### config.mk
export PLATFORM = sky130hd
export DESIGN_NAME = rns_store
export DESIGN_NICKNAME = d
export VERILOG_FILES = /design/src/hdl/rns_pkg.sv /design/src/hdl/rns_store.sv /design/src/hdl/rns_fifo.sv
export VERILOG_INCLUDE_DIRS = /design/src /design/src/hdl
export SDC_FILE = /design/constraint.sdc
export NUM_CORES = 2
export LEC_CHECK = 0
export BUFFER_PORTS_ARGS = -buffer_cell sky130_fd_sc_hd__buf_2
export CAP_MARGIN = 20
export CORE_MARGIN = 2
export CORE_UTILIZATION = 62
export DETAILED_ROUTE_END_ITERATION = 7
export GPL_ROUTABILITY_DRIVEN = 0
export PLACE_DENSITY_LB_ADDON = 0.3
export SYNTH_ARGS = -nofsm -noshare
export SYNTH_HDL_FRONTEND = slang
export SYNTH_SLANG_ARGS = --single-unit
### constraint.sdc
create_clock -name clk_sys_in -period 69.4 [get_ports clk_sys_in]
set_clock_uncertainty 0.1 [all_clocks]
set_input_delay 13.88 -clock clk_sys_in [delete_from_list [all_inputs] [get_ports clk_sys_in]]
set_output_delay 13.88 -clock clk_sys_in [all_outputs]
set_load 0.05 [all_outputs]
### src/hdl/rns_consts.svh
// Constants for the repertory number store
`ifndef RNS_CONSTS_SVH
`define RNS_CONSTS_SVH
`define RNS_CLK_HZ 10000000
`define RNS_NUMBERS 10
`define RNS_CHARS 22
`define RNS_RETRIEVE_MIN_MS 10
`define RNS_STROBE_MS 60
`define RNS_DEBOUNCE_US 2000
`define RNS_RETRIEVE_CYC ((`RNS_RETRIEVE_MIN_MS * `RNS_CLK_HZ) / 1000)
`define RNS_STROBE_CYC ((`RNS_STROBE_MS * `RNS_CLK_HZ) / 1000)
`define RNS_DEBOUNCE_CYC ((`RNS_DEBOUNCE_US * (`RNS_CLK_HZ / 1000)) / 1000)
`define RNS_FIFO_DEPTH 16
`define RNS_CODE_PAUSE 4'hB
`define RNS_CODE_ZERO 4'hA
`define RNS_CODE_EMPTY 4'hF
`endif

### src/hdl/rns_pkg.sv
// Types for the repertory number store
package rns_pkg;
    typedef enum logic [2:0] {
        RNS_IDLE = 3'h0,
        RNS_ADDR = 3'h1,
        RNS_CLEAR = 3'h3,
        RNS_DIGITS = 3'h2,
        RNS_GAP = 3'h6,
        RNS_SEND = 3'h7,
        RNS_DONE = 3'h5
    } rns_state_type;

    typedef struct packed {
        logic [3:0] code;
    } rns_char_type;

    typedef struct packed {
        logic dig_kbd_dis_n;
        logic addr_kbd_dis_n;
        logic common_n;
        logic [3:0] bus_out;
        logic [3:0] bus_oe;
    } rns_pins_type;
endpackage

### src/hdl/rns_store.sv
// Ten-number repertory store on a shared four-line keyboard bus
`timescale 1ns/1ns
`default_nettype none
`include "rns_consts.svh"
module rns_store #(
    parameter int NUMBERS = `RNS_NUMBERS,
    parameter int CHARS = `RNS_CHARS,
    parameter int RETRIEVE_CYC = `RNS_RETRIEVE_CYC,
    parameter int STROBE_CYC = `RNS_STROBE_CYC,
    parameter int DEBOUNCE_CYC = `RNS_DEBOUNCE_CYC,
    parameter logic [3:0] CODE_PAUSE = `RNS_CODE_PAUSE,
    parameter logic [3:0] CODE_ZERO = `RNS_CODE_ZERO
) (
    // Clock and resets
    input wire logic clk_sys_in,
    input wire logic rst_in,
    input wire logic por_n_in,
    // Control pins
    input wire logic chip_select_in,
    input wire logic retrieve_in,
    input wire logic ctrl_enable_in,
    input wire logic store_in,
    input wire logic common_key_n_in,
    // Four-line data bus, split into in, out and enable
    input wire logic bus_line_one_in,
    input wire logic bus_line_two_in,
    input wire logic bus_line_three_in,
    input wire logic bus_line_four_in,
    output logic bus_line_one_out,
    output logic bus_line_two_out,
    output logic bus_line_three_out,
    output logic bus_line_four_out,
    output logic [3:0] bus_oe_out,
    // Keyboard disables and dialler strobe
    output logic dig_kbd_dis_n_out,
    output logic addr_kbd_dis_n_out,
    output logic common_key_n_out
);
    // Counter width covers the longest strobe interval
    localparam int CW = 24;
    localparam int AW = $clog2(CHARS + 1);

    // Whole module state in one packed struct
    typedef struct packed {
        logic [1:0][4:0] sync;
        logic [4:0] filt;
        logic [4:0] filt_d;
        logic [4:0][CW-1:0] cnt;
        rns_pkg::rns_state_type fsm;
        logic is_store;
        logic [3:0] addr;
        logic [AW-1:0] idx;
        logic [AW-1:0] len;
        logic [CW-1:0] timer;
        logic [CW-1:0] ret_high;
        logic ret_ok;
        logic [1:0] por_sync;
        logic [1:0][3:0] bus_sync;
        logic [NUMBERS-1:0][CHARS-1:0][3:0] mem;
        logic [NUMBERS-1:0][AW-1:0] lens;
        rns_pkg::rns_pins_type pins;
    } rns_state_all_type;

    // Registered state and its next value
    rns_state_all_type st, next_st;
    rns_pkg::rns_char_type fifo_out;
    logic fifo_valid, fifo_ready, fifo_push, fifo_pop, fifo_flush;
    logic [3:0] bus_raw, bus_now, push_code;
    logic key_fall, cs, cle, sto, ret, key_lvl;
    logic por_clear;

    // Map a key code to an address index, 0xF when invalid
    function automatic logic [3:0] code_to_addr(input logic [3:0] c);
        if (c == CODE_ZERO) begin
            return 4'h0;
        end else if (c >= 4'h1 && c <= 4'h9) begin
            return c;
        end
        return 4'hF;
    endfunction

    // Storable characters: digits and access pause
    function automatic logic code_ok(input logic [3:0] c);
        return (code_to_addr(c) != 4'hF) || (c == CODE_PAUSE);
    endfunction

    assign bus_raw = {bus_line_four_in, bus_line_three_in, bus_line_two_in,
        bus_line_one_in};
    assign cs = st.filt[0];
    assign cle = st.filt[1];
    assign sto = st.filt[2];
    assign ret = st.filt[3];
    assign key_lvl = st.filt[4];
    assign key_fall = st.filt_d[4] && !st.filt[4];
    // Bus is active low; invert to get the code
    assign bus_now = ~st.bus_sync[1];
    // Power-on reset level after its own two-flop synchroniser
    assign por_clear = !st.por_sync[1];

    // Replay buffer between the store and the bus strobe
    rns_fifo #(
        .WIDTH(4),
        .DEPTH(`RNS_FIFO_DEPTH)
    ) u_fifo (
        .clk_sys_in(clk_sys_in),
        .rst_in(rst_in),
        .flush_in(fifo_flush),
        .in_valid_in(fifo_push),
        .in_data_in(push_code),
        .in_ready_out(fifo_ready),
        .out_valid_out(fifo_valid),
        .out_data_out(fifo_out),
        .out_ready_in(fifo_pop)
    );

    // Main sequencing
    always_comb begin
        next_st = st;
        fifo_push = 1'b0;
        fifo_pop = 1'b0;
        fifo_flush = 1'b0;
        push_code = st.mem[st.addr][st.idx];
        // Two-stage synchronisers on every pin group
        next_st.sync[0] = {common_key_n_in, retrieve_in, store_in,
            ctrl_enable_in, chip_select_in};
        next_st.sync[1] = st.sync[0];
        next_st.bus_sync[0] = bus_raw;
        next_st.bus_sync[1] = st.bus_sync[0];
        next_st.por_sync = {st.por_sync[0], por_n_in};
        next_st.filt_d = st.filt;
        // Debounce each control input on both edges
        for (int i = 0; i < 5; i++) begin
            if (st.sync[1][i] == st.filt[i]) begin
                next_st.cnt[i] = '0;
            end else if (st.cnt[i] >= CW'(DEBOUNCE_CYC - 1)) begin
                next_st.filt[i] = st.sync[1][i];
                next_st.cnt[i] = '0;
            end else begin
                next_st.cnt[i] = st.cnt[i] + 1'b1;
            end
        end
        // Retrieve must stay high for the minimum time
        if (!ret) begin
            next_st.ret_high = '0;
            next_st.ret_ok = 1'b0;
        end else if (st.ret_high >= CW'(RETRIEVE_CYC - 1)) begin
            next_st.ret_ok = 1'b1;
        end else begin
            next_st.ret_high = st.ret_high + 1'b1;
        end
        next_st.pins.bus_oe = 4'h0;
        next_st.pins.bus_out = 4'hF;
        // Idle: debounced common key passes through when not controlling
        next_st.pins.common_n = key_lvl;
        next_st.pins.dig_kbd_dis_n = 1'b1;
        next_st.pins.addr_kbd_dis_n = 1'b1;
        case (st.fsm)
            rns_pkg::RNS_IDLE: begin
                next_st.idx = '0;
                if (cle && cs) begin
                    next_st.pins.common_n = 1'b1;
                    if (sto) begin
                        next_st.is_store = 1'b1;
                        next_st.fsm = rns_pkg::RNS_ADDR;
                    end else if (st.ret_ok) begin
                        next_st.is_store = 1'b0;
                        next_st.fsm = rns_pkg::RNS_ADDR;
                    end
                end else if (cle && !cs) begin
                    next_st.pins.common_n = 1'b1;
                end
            end
            rns_pkg::RNS_ADDR: begin
                next_st.pins.common_n = 1'b1;
                if (key_fall && code_to_addr(bus_now) < 4'(NUMBERS)) begin
                    next_st.addr = code_to_addr(bus_now);
                    next_st.fsm = rns_pkg::RNS_CLEAR;
                    next_st.timer = '0;
                end
            end
            rns_pkg::RNS_CLEAR: begin
                next_st.pins.common_n = 1'b1;
                next_st.pins.addr_kbd_dis_n = 1'b0;
                if (st.is_store) begin
                    next_st.lens[st.addr] = '0;
                    next_st.fsm = rns_pkg::RNS_DIGITS;
                end else begin
                    next_st.len = st.lens[st.addr];
                    next_st.pins.dig_kbd_dis_n = 1'b0;
                    next_st.fsm = rns_pkg::RNS_GAP;
                end
            end
            rns_pkg::RNS_DIGITS: begin
                next_st.pins.common_n = 1'b1;
                next_st.pins.addr_kbd_dis_n = 1'b0;
                if (key_fall && cs && code_ok(bus_now)
                    && st.idx < AW'(CHARS)) begin
                    next_st.mem[st.addr][st.idx] = bus_now;
                    next_st.idx = st.idx + 1'b1;
                    next_st.lens[st.addr] = st.idx + 1'b1;
                end
            end
            rns_pkg::RNS_GAP: begin
                // Quiet half of the cadence; queue next character
                next_st.pins.common_n = 1'b1;
                next_st.pins.dig_kbd_dis_n = 1'b0;
                next_st.pins.addr_kbd_dis_n = 1'b0;
                if (st.idx < st.len && fifo_ready) begin
                    fifo_push = 1'b1;
                    next_st.idx = st.idx + 1'b1;
                end
                if (st.timer >= CW'(STROBE_CYC - 1)) begin
                    if (fifo_valid) begin
                        next_st.timer = '0;
                        next_st.fsm = rns_pkg::RNS_SEND;
                        // Strobe starts with the state, a full period
                        next_st.pins.bus_oe = 4'hF;
                        next_st.pins.bus_out = ~fifo_out.code;
                        next_st.pins.common_n = 1'b0;
                    end else if (st.idx >= st.len) begin
                        next_st.fsm = rns_pkg::RNS_DONE;
                    end
                end else begin
                    next_st.timer = st.timer + 1'b1;
                end
            end
            rns_pkg::RNS_SEND: begin
                // Code stable on the bus for the whole strobe
                next_st.pins.dig_kbd_dis_n = 1'b0;
                next_st.pins.addr_kbd_dis_n = 1'b0;
                next_st.pins.bus_oe = 4'hF;
                next_st.pins.bus_out = ~fifo_out.code;
                next_st.pins.common_n = 1'b0;
                if (st.timer >= CW'(STROBE_CYC - 1)) begin
                    fifo_pop = 1'b1;
                    next_st.timer = '0;
                    next_st.pins.common_n = 1'b1;
                    next_st.pins.bus_oe = 4'h0;
                    next_st.pins.bus_out = 4'hF;
                    next_st.fsm = rns_pkg::RNS_GAP;
                end else begin
                    next_st.timer = st.timer + 1'b1;
                end
            end
            rns_pkg::RNS_DONE: begin
                // Replay over: common key gated through again
                next_st.is_store = 1'b0;
                if (!cle) begin
                    next_st.fsm = rns_pkg::RNS_IDLE;
                end
            end
            default: begin
                next_st.fsm = rns_pkg::RNS_IDLE;
            end
        endcase
        // Store ends when store input drops
        if (st.is_store && st.fsm != rns_pkg::RNS_IDLE && !sto) begin
            next_st.fsm = rns_pkg::RNS_IDLE;
        end
        // Chip select dropped mid-operation abandons it
        if (!cs && st.fsm != rns_pkg::RNS_IDLE) begin
            next_st.fsm = rns_pkg::RNS_IDLE;
            next_st.is_store = 1'b0;
            next_st.pins.dig_kbd_dis_n = 1'b1;
            next_st.pins.addr_kbd_dis_n = 1'b1;
            next_st.pins.bus_oe = 4'h0;
            next_st.pins.bus_out = 4'hF;
            next_st.pins.common_n = 1'b1;
            fifo_flush = 1'b1;
        end
        // Enable low resets the control logic
        if (!cle) begin
            next_st.fsm = rns_pkg::RNS_IDLE;
            next_st.is_store = 1'b0;
            next_st.pins.dig_kbd_dis_n = 1'b1;
            next_st.pins.addr_kbd_dis_n = 1'b1;
            next_st.pins.bus_oe = 4'h0;
            next_st.pins.bus_out = 4'hF;
            next_st.pins.common_n = key_lvl;
            fifo_flush = 1'b1;
        end
        // Power-on reset clears all stored state
        if (por_clear) begin
            next_st = '0;
            next_st.por_sync = {st.por_sync[0], por_n_in};
            next_st.filt = 5'h10;
            next_st.filt_d = 5'h10;
            next_st.pins.common_n = 1'b1;
            next_st.pins.bus_out = 4'hF;
            next_st.pins.dig_kbd_dis_n = 1'b1;
            next_st.pins.addr_kbd_dis_n = 1'b1;
            fifo_flush = 1'b1;
        end
    end

    // State register; reset gives idle pins
    always_ff @(posedge clk_sys_in or posedge rst_in) begin
        if (rst_in) begin
            st <= '0;
            st.filt <= 5'h10;
            st.filt_d <= 5'h10;
            st.pins.common_n <= 1'b1;
            st.pins.bus_out <= 4'hF;
            st.pins.dig_kbd_dis_n <= 1'b1;
            st.pins.addr_kbd_dis_n <= 1'b1;
        end else begin
            st <= next_st;
        end
    end

    // Registered pin drivers
    assign bus_line_one_out = st.pins.bus_out[0];
    assign bus_line_two_out = st.pins.bus_out[1];
    assign bus_line_three_out = st.pins.bus_out[2];
    assign bus_line_four_out = st.pins.bus_out[3];
    assign bus_oe_out = st.pins.bus_oe;
    assign dig_kbd_dis_n_out = st.pins.dig_kbd_dis_n;
    assign addr_kbd_dis_n_out = st.pins.addr_kbd_dis_n;
    assign common_key_n_out = st.pins.common_n;
endmodule // rns_store
`default_nettype wire

### src/hdl/rns_fifo.sv
// Small flip-flop FIFO in front of the replay path
`timescale 1ns/1ns
`default_nettype none
module rns_fifo #(
    parameter int WIDTH = 4,
    parameter int DEPTH = 16
) (
    // Clock and reset
    input wire logic clk_sys_in,
    input wire logic rst_in,
    input wire logic flush_in,
    // Fill side
    input wire logic in_valid_in,
    input wire logic [WIDTH-1:0] in_data_in,
    output logic in_ready_out,
    // Drain side
    output logic out_valid_out,
    output logic [WIDTH-1:0] out_data_out,
    input wire logic out_ready_in
);
    localparam int AW = $clog2(DEPTH);
    typedef struct packed {
        logic [DEPTH-1:0][WIDTH-1:0] mem;
        logic [AW-1:0] rd;
        logic [AW-1:0] wr;
        logic [AW:0] count;
    } rns_fifo_state_type;
    rns_fifo_state_type st, next_st;
    logic push, pop;

    // Handshake terms
    assign in_ready_out = (st.count != DEPTH[AW:0]);
    assign out_valid_out = (st.count != '0);
    assign out_data_out = st.mem[st.rd];
    assign push = in_valid_in && in_ready_out;
    assign pop = out_valid_out && out_ready_in;

    // Pointer and storage update
    always_comb begin
        next_st = st;
        if (push) begin
            next_st.mem[st.wr] = in_data_in;
            next_st.wr = (st.wr == AW'(DEPTH - 1)) ? '0 : st.wr + 1'b1;
        end
        if (pop) begin
            next_st.rd = (st.rd == AW'(DEPTH - 1)) ? '0 : st.rd + 1'b1;
        end
        next_st.count = st.count + {{AW{1'b0}}, push} - {{AW{1'b0}}, pop};
        if (flush_in) begin
            next_st.rd = '0;
            next_st.wr = '0;
            next_st.count = '0;
        end
    end

    // State register
    always_ff @(posedge clk_sys_in or posedge rst_in) begin
        if (rst_in) begin
            st <= '0;
        end else begin
            st <= next_st;
        end
    end
endmodule // rns_fifo
`default_nettype wire

Word level (Yosys, flattened, before mapping)
Index checks and enable logic that the tools add are counted.
{"block": "op_classes", "n_addsub": 12, "n_lt_le_gt_ge": 20, "n_eq_ne": 53, "muxes": 110, "bitwise": 4, "n_reduce_logical": 43}
{"op": "$mux W1158", "n": 1}
{"op": "$mux W930", "n": 1}
{"op": "$bwmux W880", "n": 1}
{"op": "$mux W880", "n": 1}
{"op": "$mux W24", "n": 15}
{"op": "$bmux W88 S4", "n": 1}
{"op": "$demux W88 S4", "n": 1}
{"op": "$mux W88", "n": 2}
{"op": "$add A24 B1 Y24 const B", "n": 7}
{"op": "$ge A24 B15 Y1 const B", "n": 5}
{"op": "$pmux W50 S2", "n": 1}
{"op": "$mux W4", "n": 22}
{"op": "$pmux W24 S3", "n": 1}
{"op": "$bwmux W64", "n": 1}
{"op": "$and A50 B50 Y50", "n": 1}
{"op": "$bwmux W50", "n": 1}
{"op": "$mux W50", "n": 1}
{"op": "$not A50 Y50", "n": 1}
{"op": "$mux W5", "n": 6}
{"op": "$ne A6 B6 Y1 const B", "n": 5}
{"op": "$mux W1", "n": 28}
{"op": "$mux W9", "n": 3}
{"op": "$mux W25", "n": 1}
{"op": "$ge A24 B17 Y1 const B", "n": 1}
{"op": "60 further kinds", "n": 134}
{"block": "word_totals", "reg_bits": 1235, "input_bits": 12, "out_inout_bits": 11, "word_cells": 520}

Depth between registers and ports, before layout
{"block": "logic_depth", "depth_word": 16, "depth_mapped": 16, "mapped_depth_nobuf": 13}

Hierarchy
A second synthesis with hierarchy kept.
{"block": "hier_totals", "hier_cells": 5935, "hier_area_um2": 59614.7}
{"mod": "rns_store", "instances": 1, "cells_each": 5655, "area_per_inst_um2": 55548.3, "seq_area_each_um2": 28813.9}
{"mod": "rns_fifo", "instances": 1, "cells_each": 280, "area_per_inst_um2": 4066.4, "seq_area_each_um2": 1926.8}

Worst setup path before layout
Ideal clock, no wire load.
{"block": "synth_timing", "path_kind": "register to output", "startpoint": "reg st, in the netlist addr_kbd_dis_n_out", "endpoint": "out addr_kbd_dis_n_out", "arrival_time_ps": 656, "t_required_ps": 55420, "slack_ps": 54764, "stages_incl_launch_ff": 1, "path_buffers": 0, "path_cell_list": "dfstp_2"}
{"element": "from (decl)", "line_no": "rns_store.sv:65", "rtl": "rns_state_all_type st, next_st;"}
{"element": "from (signal assigned)", "line_no": "rns_store.sv:307", "rtl": "st <= next_st;"}
{"element": "to (decl)", "line_no": "rns_store.sv:36", "rtl": "output logic addr_kbd_dis_n_out,"}
No word-level cell between the ends.

==> out/qor.csv <==
stage,metric,value,unit
clock_tree,CTS Buf Count,131,
grt,first-pass GRT wire length,253000,um
grt,initial antenna violation count,1,
setup_path,cells along the critical path,buf_2 -> inv_8 -> buf_4 -> buf_4 -> buf_4 -> buf_4 -> buf_4 -> buf_16,
floorplanning,die height,318,um
clock_tree,post-CTS setup buffer count,0,
floorplanning,Die X,318,um
pwr,power density over the cells,22.2,mW/mm^2
grt,Total GRT Usage,31.1,%
clock_tree,clock sinks,1228,
grt,largest net degree at the start of global routing,255,
place,placed cells,6991,
min_path,hold depth,0,
synthesis,synthesized cell area,0.0610,sq mm
sta,Pins Over Slew Limit,0,
synthesis,Netlist cell types,82,
sta,Least-Margin Pin Slew,1.14,ns
synthesis,Post-synth EDFFs,0,
routing,Via Count,46700,
finish,Area Growth Syn to Fin,8.10,%
synthesis,Post-Syn Area per Cell,10.1,sq um
floorplanning,starting density of the core,62.2,%
clock_tree,cts repair resizes,0,
setup_path,FF-to-FF path depth,10,
sta,Setup TNS,0,ns
clock_tree,CTS Root Buffer Type,clkbuf_16,
sta,"Hold Vio Cnt, Final",0,
routing,final WL,157000,um
routing,number of remaining DRC errors,0,
grt,grt total ovfl,0,
synthesis,Synth Flop Type,dfrtp_1,
sta,max_slew headroom,24.2,%
min_path,Worst Hold Launch,st[949],
sta,setup ws final,51.23,ns
synthesis,"Seq/Total Area, Yosys",50.4,%
routing,first-pass iteration count of the detailed router,6,
setup_path,Worst path slowest cell,buf_4,
sta,WHS,0.257,ns
setup_path,Critical Path RT,70.17,ns
finish,Filler cells,7287,
synthesis,Synth top area share,50.0,%
clock_tree,CTS tree,done,
clock_tree,CTS Buffer Depth,3,
place,Port-buffer cells,22,
place,dpl hpwl,89800,um
setup_path,worst r2r src,st[1011],
floorplanning,FP Rows,115,
setup_path,worst path arrival time,18.94,ns
sta,final setup fails,0,
sta,fin crit period,18.17,ns
setup_path,R2R setup slack,64.38,ns
floorplanning,die area,0.101,sq mm
flow_run,max-cap viol count,0,
routing,Via density,6.46,
pwr,P_leak,0.0316,uW
synthesis,largest cells by area after synthesis,"dfrtp_1 50%, o21ai_0 5.9%, and2_1 5.9%, nand2_1 5.4%, o211a_1 5.3%",
finish,final-stage net count,5883,
pwr,peak supply drop,0.0182,mV
status,status,"finished, final reports clean",
sta,RSZ-0062 raised after global routing,no,
clock_tree,cts-stage hold buffer count,0,
synthesis,yosys warns,0,
sta,Tcrit/Tclk final,26.2,%
setup_path,Crit Path Max Fanout,146,
finish,ANT cells,0,
synthesis,Yosys top cell by area,dfrtp_1,
setup_path,CP endpoint kind,asynchronous set/reset pin,
grt,number of global-route vias before repair,46200,
setup_path,crit path kind,input port to asynchronous set/reset pin,
routing,initial DRC count,5176,
finish,share of layout cells above drive strength 1,9.06,%
setup_path,CP dominant cell by count,buf_4,
clock_tree,Clock Latency Late Sink,0.75,ns
sta,Max Fclk,55.0,MHz
setup_path,Worst setup SP type,input port,
synthesis,Mapped Cells,6039,
min_path,hold endpoint,st[950],
routing,Post-DRT Antenna Nets,0,
min_path,hold crit path type,flip-flop to flip-flop,
synthesis,async set or reset register ratio after synthesis,100,%
place,"worst slack, placed",49.86,ns
setup_path,"slowest stage delay, CP",0.91,ns
floorplanning,top-level I/O count,23,
synthesis,"flops & latches, synth",1228,
finish,"Cell Count, Final, Fillers Out",7226,
routing,Avg WL per Cell,21.7,um
floorplanning,CORE AREA,0.0980,sq mm
clock_tree,clk slew on worst S/H paths,0.06,ns
clock_tree,H-tree levels,4,
setup_path,R2R Path End,u_fifo.st[55],
worst max path at each step:
stage          startpoint  cells after the start  slack [ns]            end
2_1_floorplan      rst_in                      1       20.83  bus_oe_out[2]
3_3_place_gp       rst_in                      7       49.86        st[493]
3_5_place_dp       rst_in                      7       49.86        st[493]
4_1_cts            rst_in                      7       50.64        st[606]
5_1_grt            rst_in                      8       50.47        st[606]
6_report           rst_in                      8       51.23        st[606]
where the power goes:
part | internal [uW] | total [uW] | switching (uW)
Sequential | 718 | 721 | 2.57
Combinational | 4.10 | 34.2 | 30.1
Clock | 416 | 707 | 291
worst max-delay path, delay by kind of cell:
kind                   cells  cell delay (ns)
buffers and inverters      8             4.80
per-layer routing:
metal  vias up  track usage (%)  part of all wire [%]
met3       362             5.02                   7.4
met1     23400             43.6                    42
met2      1908             49.5                    47
met5         -                0                     0
met4         0             11.3                   3.4
li1      21000                -                     -
cell usage in the layout, fill, tap and decap left out, drive strengths merged, types with 26 or more instances in the layout:
master  Yosys  final
dfrtp    1219   1219
inv        87     94
and3       46     46
o21ai     723    723
a221oi    152    152
o31ai     100    100
and2      571    571
o211a     324    324
o22ai      62     62
nor2      401    401
buf       140    107
ha         27     27
conb        1     45
xnor2      40     40
nand3      84     84
xor2       53     53
a21oi     108    108
mux2i     147    147
clkbuf    340    197
mux4      142    142
or3        26     26
nand2     880    880
nand4     132    132
metrics by stage:
stage / area [sq um] / utilization [%] / total power (uW)
3_3_place_gp: 61500 / 62.7 / 768
6_report: 65900 / 67.3 / 1460
3_5_place_dp: 61500 / 62.8 / 768
4_1_cts: 65800 / 67.2 / 1470
5_1_grt: 65900 / 67.3 / 1500
2_1_floorplan: 61200 / - / 758
cells by family after synthesis:
| group | count (synthesis) | share of synthesized area [%] |
|---|---|---|
| AO/OA/AOI/OAI | 1589 | 17.9 |
| other | 1 | 0.00615 |
| buffers and inverters | 569 | 4.20 |
| flip-flops | 1228 | 50.4 |
| adder cells (fa/ha/maj) | 28 | 0.587 |
| multiplexers | 290 | 7.67 |
| AND/OR/NAND/NOR | 2241 | 17.9 |
| XOR/XNOR | 93 | 1.34 |
synth_stat cells, types with 46 or more instances:
master / number
mux2i_1: 147
o22ai_1: 62
nand3_1: 84
a221oi_1: 152
clkbuf_1: 340
xor2_1: 53
nand4_1: 125
mux4_2: 142
o31ai_1: 100
o211a_1: 324
buf_2: 65
and2_1: 571
and3_1: 46
inv_1: 87
o21ai_0: 716
nand2_1: 880
nor2_1: 395
dfrtp_1: 1219
a21oi_1: 98
state kept, by name, indices dropped and copies added, names as in the netlist:
signal              flops
common_key_n_out        1
bus_oe_out              1
key_lvl                 1
cle                     1
ret                     1
bus_line_two_out        1
st                   1139
u_fifo.st              77
cs                      1
bus_line_one_out        1
dig_kbd_dis_n_out       1
bus_line_four_out       1
bus_line_three_out      1
addr_kbd_dis_n_out      1
cell type report:
class / count / area [sq um] / area share [%]
Sequential cell: 1228 / 30800 / 46.7
Clock inverter: 32 / 439 / 0.666
Clock buffer: 197 / 3870 / 5.88
Tap cell: 1287 / 1610 / 2.44
Inverter: 89 / 342 / 0.518
Multi-Input combinational cell: 4286 / 28000 / 42.5
Timing Repair Buffer: 107 / 902 / 1.37
Note: power is estimated with default switching activity, not from simulation.
